**src/hw/rcu_params.svh**
```systemverilog
// Constants for the rate-control parameter unpacker
`ifndef RCU_PARAMS_SVH
`define RCU_PARAMS_SVH

// ----------------------------------------------------------------------
// Parameter block span
// ----------------------------------------------------------------------
`define RCU_FIRST_BYTE     7'h26
`define RCU_LAST_BYTE      7'h57
`define RCU_GROUP_BYTES    50
`define RCU_GROUP_BITS     400

// ----------------------------------------------------------------------
// Field positions, as byte offsets inside the group
// ----------------------------------------------------------------------
`define RCU_OFS_CAP_HI     0
`define RCU_OFS_CAP_LO     1
`define RCU_OFS_EDGE       2
`define RCU_OFS_THR_A      3
`define RCU_OFS_THR_B      4
`define RCU_OFS_MARGIN     5
`define RCU_OFS_BOUNDS     6
`define RCU_OFS_RANGES     20
`define RCU_NUM_BOUNDS     14
`define RCU_NUM_RANGES     15
`define RCU_BOUND_PAD      6'h00

// ----------------------------------------------------------------------
// Register offsets and reset values
// ----------------------------------------------------------------------
`define RCU_REG_CTRL       8'h00
`define RCU_REG_STATUS     8'h04
`define RCU_REG_PEEK_SEL   8'h08
`define RCU_REG_PEEK_DATA  8'h0C
`define RCU_REG_SUMMARY    8'h10
`define RCU_CTRL_RESET     2'h1
`define RCU_CTRL_CAPTURE   0
`define RCU_CTRL_CLR_LATE  1

`endif

```
**src/hw/rcu_pkg.sv**
```systemverilog
// Types shared by the rate-control parameter unpacker
package rcu_pkg;

    // One byte of the parameter block from the transport
    typedef struct packed {
        logic       valid;
        logic [6:0] index;
        logic [7:0] data;
    } rcu_byte_t;

    // Settings for one buffer fullness range
    typedef struct packed {
        logic [4:0]        range_floor_quant;
        logic [4:0]        range_ceiling_quant;
        logic signed [5:0] budget_adjust;
    } rcu_range_t;

    // Unpacked rate-control group
    typedef struct packed {
        logic [15:0]            buffer_model_capacity;
        logic [3:0]             activity_edge_ratio;
        logic [4:0]             qp_raise_threshold_a;
        logic [4:0]             qp_raise_threshold_b;
        logic [3:0]             target_bits_upper_margin;
        logic [3:0]             target_bits_lower_margin;
        logic [13:0][13:0]      fullness_range_bounds;
        rcu_range_t [14:0]      per_range_settings;
    } rcu_fields_t;

endpackage

```
**src/hw/rcu_range_unpack.sv**
```systemverilog
// Splits one 16-bit per-range record into its three fields
`timescale 1ns/1ps
`default_nettype none

module rcu_range_unpack
    import rcu_pkg::*;
(
    input  wire logic        clk,
    input  wire logic        rst_n,
    input  wire logic [15:0] record,
    output wire rcu_range_t  settings
);

    // Most significant bits first: floor, ceiling, then adjustment
    assign settings.range_floor_quant   = record[15:11];
    assign settings.range_ceiling_quant = record[10:6];
    assign settings.budget_adjust       = record[5:0];
endmodule // rcu_range_unpack

`default_nettype wire

```
**src/hw/rcu_unpacker.sv**
```systemverilog
// Rate-control parameter unpacker: capture, apply and field decode
//
// Functional notes
// - Parameter bytes 38 to 87, 400 bits, form the decoded rate-control group.
// - Buffer model capacity is a 16-bit unsigned value from bytes 38 and 39.
// - Activity edge ratio is byte 40 bits 3..0, one fractional bit.
// - Two 5-bit QP raise thresholds come from bytes 41 and 42, bits 4..0.
// - Target bits upper margin is byte 43 bits 7..4.
// - Target bits lower margin is byte 43 bits 3..0.
// - Fourteen range bounds from bytes 44..57, each padded with six low zeros.
// - The fourteen bounds split the buffer model into fifteen ranges.
// - Fifteen 16-bit per-range records come from bytes 58 through 87.
// - Each record carries a 5-bit floor QP for its range.
// - Each record carries a 5-bit ceiling QP for its range.
// - Each record carries a 6-bit signed target budget adjustment.
// - Parameters are applied before the picture data they govern arrives; the code applies on param_done and only flags early picture data.
// - Parameter bits never count against a picture or slice bit budget.
//
// The plain strobed port and the placing of the registers were decided locally.
`timescale 1ns/1ps
`default_nettype none
`include "rcu_params.svh"

module rcu_unpacker
    import rcu_pkg::*;
(
    input  wire logic        clk,
    input  wire logic        rst_n,
    // Parameter byte stream from the transport
    input  wire rcu_byte_t   param_byte,
    input  wire logic        param_done,
    // Start of the picture data that the parameters govern
    input  wire logic        picture_start,
    // Register port
    input  wire logic [7:0]  reg_addr,
    input  wire logic [31:0] reg_wdata,
    input  wire logic        reg_wr,
    input  wire logic        reg_rd,
    output logic [31:0]      reg_rdata,
    // Decoded fields towards rate control
    output wire rcu_fields_t rate_control_group,
    output logic             params_ready
);

    // ------------------------------------------------------------------
    // Helpers
    // ------------------------------------------------------------------

    // True when a block byte index falls inside the group
    function automatic logic in_group(input logic [6:0] idx);
        in_group = (idx >= `RCU_FIRST_BYTE) && (idx <= `RCU_LAST_BYTE);
    endfunction

    // Offset of a block byte inside the group
    function automatic logic [5:0] group_ofs(input logic [6:0] idx);
        logic [6:0] d;
        d = idx - `RCU_FIRST_BYTE;
        group_ofs = d[5:0];
    endfunction

    // ------------------------------------------------------------------
    // State
    // ------------------------------------------------------------------
    logic [49:0][7:0] shadow_reg;
    logic [49:0][7:0] active_reg;
    logic [1:0]       ctrl_reg;
    logic [5:0]       peek_sel_reg;
    logic             ready_reg;
    logic             late_reg;
    logic             pending_reg;
    logic             capture_ok;
    logic             apply_now;
    logic             clr_late;

    // Byte accepted into the shadow copy; nothing else enters it
    assign capture_ok = param_byte.valid && ctrl_reg[`RCU_CTRL_CAPTURE]
                        && in_group(param_byte.index);
    assign apply_now  = param_done;
    assign clr_late   = reg_wr && (reg_addr == `RCU_REG_CTRL)
                        && reg_wdata[`RCU_CTRL_CLR_LATE];

    // Shadow copy collects the incoming block without disturbing outputs
    always_ff @(posedge clk) begin
        if (!rst_n) begin
            shadow_reg <= '0;
        end else if (capture_ok) begin
            shadow_reg[group_ofs(param_byte.index)] <= param_byte.data;
        end
    end

    // Shadow copy becomes active in one step on param_done, whenever that comes; picture_start plays no part
    always_ff @(posedge clk) begin
        if (!rst_n) begin
            active_reg <= '0;
        end else if (apply_now) begin
            active_reg <= shadow_reg;
        end
    end

    // Ready goes high after the first apply and stays
    always_ff @(posedge clk) begin
        if (!rst_n) begin
            ready_reg <= 1'b0;
        end else if (apply_now) begin
            ready_reg <= 1'b1;
        end
    end

    // Bytes captured but not yet applied
    always_ff @(posedge clk) begin
        if (!rst_n) begin
            pending_reg <= 1'b0;
        end else if (capture_ok) begin
            pending_reg <= 1'b1;
        end else if (apply_now) begin
            pending_reg <= 1'b0;
        end
    end

    // Picture arriving before any apply is flagged; set wins over clear
    always_ff @(posedge clk) begin
        if (!rst_n) begin
            late_reg <= 1'b0;
        end else if (picture_start && !ready_reg) begin
            late_reg <= 1'b1;
        end else if (clr_late) begin
            late_reg <= 1'b0;
        end
    end

    // ------------------------------------------------------------------
    // Field decode from the active copy
    // ------------------------------------------------------------------

    // Scalar fields; reserved high bits of bytes 40..42 are dropped
    assign rate_control_group.buffer_model_capacity =
        {active_reg[`RCU_OFS_CAP_HI], active_reg[`RCU_OFS_CAP_LO]};
    assign rate_control_group.activity_edge_ratio =
        active_reg[`RCU_OFS_EDGE][3:0];
    assign rate_control_group.qp_raise_threshold_a =
        active_reg[`RCU_OFS_THR_A][4:0];
    assign rate_control_group.qp_raise_threshold_b =
        active_reg[`RCU_OFS_THR_B][4:0];
    assign rate_control_group.target_bits_upper_margin =
        active_reg[`RCU_OFS_MARGIN][7:4];
    assign rate_control_group.target_bits_lower_margin =
        active_reg[`RCU_OFS_MARGIN][3:0];

    // Fourteen bounds, each scaled by six zero bits; they fence 15 ranges
    generate
        for (genvar b = 0; b < `RCU_NUM_BOUNDS; b++) begin : g_bound
            assign rate_control_group.fullness_range_bounds[b] =
                {active_reg[`RCU_OFS_BOUNDS + b], `RCU_BOUND_PAD};
        end
    endgenerate

    // Fifteen two-byte records, high byte first
    generate
        for (genvar r = 0; r < `RCU_NUM_RANGES; r++) begin : g_range
            rcu_range_unpack u_range (
                .clk      (clk),
                .rst_n    (rst_n),
                .record   ({active_reg[`RCU_OFS_RANGES + 2 * r],
                            active_reg[`RCU_OFS_RANGES + 2 * r + 1]}),
                .settings (rate_control_group.per_range_settings[r])
            );
        end
    endgenerate

    // Parameter bytes feed no bit counter: they leave only as fields and through the peek register
    assign params_ready = ready_reg;

    // ------------------------------------------------------------------
    // Register port
    // ------------------------------------------------------------------

    // Control and peek index written by software
    always_ff @(posedge clk) begin
        if (!rst_n) begin
            ctrl_reg     <= `RCU_CTRL_RESET;
            peek_sel_reg <= 6'h00;
        end else if (reg_wr) begin
            if (reg_addr == `RCU_REG_CTRL) begin
                ctrl_reg <= {1'b0, reg_wdata[`RCU_CTRL_CAPTURE]};
            end
            if (reg_addr == `RCU_REG_PEEK_SEL) begin
                peek_sel_reg <= reg_wdata[5:0];
            end
        end
    end

    // Read data stands in the cycle after the strobe only
    always_ff @(posedge clk) begin
        if (!rst_n) begin
            reg_rdata <= 32'h0000_0000;
        end else if (reg_rd) begin
            case (reg_addr)
                `RCU_REG_CTRL:      reg_rdata <= {30'h0, ctrl_reg};
                `RCU_REG_STATUS:    reg_rdata <= {29'h0, pending_reg, late_reg, ready_reg};
                `RCU_REG_PEEK_SEL:  reg_rdata <= {26'h0, peek_sel_reg};
                `RCU_REG_PEEK_DATA: reg_rdata <= (peek_sel_reg < 6'h32)
                                                 ? {24'h0, active_reg[peek_sel_reg]}
                                                 : 32'h0000_0000;
                `RCU_REG_SUMMARY:   reg_rdata <= {16'h0,
                                         rate_control_group.buffer_model_capacity};
                default:            reg_rdata <= 32'h0000_0000;
            endcase
        end else begin
            reg_rdata <= 32'h0000_0000;
        end
    end
endmodule // rcu_unpacker

`default_nettype wire

```
**config.mk**
```make
export PLATFORM = sky130hd
export DESIGN_NAME = rcu_unpacker
export DESIGN_NICKNAME = d
export VERILOG_FILES = /design/src/hw/rcu_pkg.sv /design/src/hw/rcu_range_unpack.sv /design/src/hw/rcu_unpacker.sv
export VERILOG_INCLUDE_DIRS = /design/src /design/src/hw
export SDC_FILE = /design/constraint.sdc
export NUM_CORES = 2
export LEC_CHECK = 0
export BUFFER_PORTS_ARGS = -buffer_cell sky130_fd_sc_hd__buf_2
export CAP_MARGIN = 20
export CORE_MARGIN = 3
export CORE_UTILIZATION = 50
export CTS_BUF_LIST = sky130_fd_sc_hd__clkbuf_8
export DETAILED_ROUTE_END_ITERATION = 16
export PLACE_DENSITY = 0.71
export SYNTH_ARGS = -nofsm -noshare
export SYNTH_HDL_FRONTEND = slang
export SYNTH_SLANG_ARGS = --single-unit
export TNS_END_PERCENT = 10
```
**constraint.sdc**
```tcl
create_clock -name clk -period 2.71 [get_ports clk]
set_clock_uncertainty 0.15 [all_clocks]
set_input_delay 0.6775 -clock clk [delete_from_list [all_inputs] [get_ports clk]]
set_output_delay 0.6775 -clock clk [all_outputs]
set_load 0.01 [all_outputs]
```
==> metrics.txt <==
status=finished clean; row count=101; mapped cell area=38600 µm²; commonest non-fill, non-tap cell in the layout=mux2i_1; ys async rst share=0; largest stage delay on the critical path=0.53 ns; Root Buffer=clkbuf_8; Synthesis Warnings=0; Slew HR=0.486; Critical-path top delay cell=mux4_2; DIE WIDTH=284 µm; most frequent cells in the layout=mux2i_1 (837), dfxtp_1 (823), nor2b_1 (810); Arr. time, crit path=3.17 ns; final setup vio count=0; Pre-Repair DR Iteration Count=5; WP data required=3.21 ns; CTS max path bufs=3; number of synthesized register bits=826; DRC Markers=0; clock slew at reported path FFs=0.06 ns; DP Wirelength=74600 µm; initial antenna violation count=12; Core Util, Final=0.561; main flop type after synthesis=dfxtp_1; die outline height=284 µm; Final GP Congestion=0.835; Final min period=2.67 ns; worst slew pin tran=0.768 ns; Clock Latency Late Sink=0.77 ns; Gate Count Post-Synth=3558; Crit. End Element=flip-flop; final hold vios=0; Post-synth EDFFs=0; sequential fraction of the synthesis area=0.428; area leader, netlist=dfxtp_1; DR vias=24500; WS Path Type=flip-flop to flip-flop; WL per Instance=22.5 µm; clock sink count=826; CP cell instances=buf_12 -> buf_12 -> mux4_2 -> mux2i_1 -> buf_4 -> o221ai_1 -> a21oi_1 -> o32ai_1; power per cell area=574 nW/µm²; maximum vdd drop=0.648 mV; Overflow after GRT=0; total routed wirelength=108000 µm; vias in the first global route=24000; largest net degree at the start of global routing=192; DR vias/cell=5.09; most used cell, CP=buf_12; antenna-violating nets left=0; Unique masters post-synth=62; Tcrit/Tclk final=0.985; crit path max fanout=12; Total Routing Usage GR=0.261; Synth top area share=0.428; worst setup margin=0.0400 ns; drt initial violations=1525; Die ar.=80600 µm²; CP top delay family=multiplexers; share of cells above drive strength 1=0.253; area delta synth->final=10.7%; # Max-Cap Violations=0; RSZ-0062 raised after global routing=no; H-tree levels=4; Static Leak=0.0180 µW; Slew Limit Fails=0; Num CTS Buffers=141; top post-synthesis cells by area=dfxtp_1 (43%), mux2i_1 (22%), nor2b_1 (13%); Top Ports=569; critical path buffer and inverter count=3; number of I/O port buffers=442; DP Worst Slack=-0.0393 ns; Max Clk Rate=375 MHz; fillcell total=6629; initial core utilization=0.507; Final #Nets=3729; buffer count from post-CTS setup fixing=0; syn_area_per_cell=10.9 µm²; hold crit path type=input pin to flip-flop; first-pass GRT wire length=160000 µm; core footprint=76200 µm²; Largest register FFs=400; type of origin of the critical path=flip-flop; CTS tree=done
## routing by layer
metal  global-route usage  part of all wire
met1                0.344              0.44
met2                0.411              0.45
met3               0.0854             0.077
met4               0.0775             0.025
met5                    0            0.0010
## per-stage QoR
step / hold WS [ns] / instance area (µm²) / setup TNS [ns] / cells / total power, µW
finish: 0.0865 / 42800 / 0 / 4806 / 24600
global route: 0.0370 / 42700 / 0 / 4803 / 25400
CTS: 0.0103 / 42700 / 0 / 4802 / 24800
detailed placement: 0.354 / 39900 / -0.218 / 4550 / 13600
global placement: 0.340 / 39900 / -0.112 / 4550 / 13600
floorplan: 0.321 / 39000 / 0 / 3657 / 13400
## report_power, final
group / switching, µW / internal (µW)
clock: 5140 / 6070
combinational: 694 / 478
sequential: 15.5 / 12200
## logic make-up after synthesis
kind of cell / count (synthesis) / share of synthesized area
DFF: 826 / 0.428
and+or+nand+nor: 967 / 0.161
muxes: 937 / 0.273
AOI/OAI and AO/OA: 88 / 0.0171
buffers and inverters: 739 / 0.121
other: 1 / 0.0000971
## worst register-to-register path, cell delays in order (launching register included)
cell      delay, ns
dfxtp_4        0.51
buf_12         0.24
buf_12         0.19
mux4_2         0.54
mux2i_1        0.18
buf_4          0.19
o221ai_1       0.11
a21oi_1        0.29
o32ai_1        0.14
## synth_stat cells, types with 3 or more instances
library cell and n:
nand2_1 35, o21ai_0 11, a21boi_0 7, o211ai_1 3, mux2i_1 839, a21oi_1 9, mux4_2 92, or2_2 3
nand3_1 13, dfxtp_1 826, nand2b_1 10, o22ai_1 9, inv_1 4, nor2b_1 810, nor3_4 15, clkbuf_1 146
nor2_4 13, buf_4 497, nor2_1 16, or3_1 9, nand4_1 3, and2_1 12, buf_2 42, o221ai_1 3
a22oi_1 17, a221oi_1 5, o21a_1 4, mux2_2 6, buf_1 50, o32ai_1 3
## area by class of cell
| cell class | count | area, µm² | area share |
|---|---|---|---|
| antenna | 4 | 10.0 | 0.000234 |
| clock buffer | 173 | 2380 | 0.0557 |
| clock inverter | 75 | 443 | 0.0104 |
| inverter | 4 | 15.0 | 0.000351 |
| multi-input combinational | 2092 | 17800 | 0.416 |
| sequential | 826 | 16500 | 0.387 |
| tap | 1030 | 1290 | 0.0301 |
| timing repair buffer | 602 | 4270 | 0.0998 |
## timing repair
item / CTS / global route
endpoints found under the setup margin: 1 / 3
gates resized for setup: 2 / 3
hold endpoints to repair: 5 / 0
hold buffers: 4 / 0
## final timing paths
kind / start / end / slack (ns) / cells past startpoint
max: peek_sel_reg[0] / reg_rdata[5] / 0.04 / 8
min: reg_wdata[3] / peek_sel_reg[3] / 0.09 / 3
max reg2reg: peek_sel_reg[0] / reg_rdata[5] / 0.04 / 8
min reg2reg: shadow_reg[91] / rate_control_group[319] / 0.34 / 2
(Power assumes the default switching activity.)
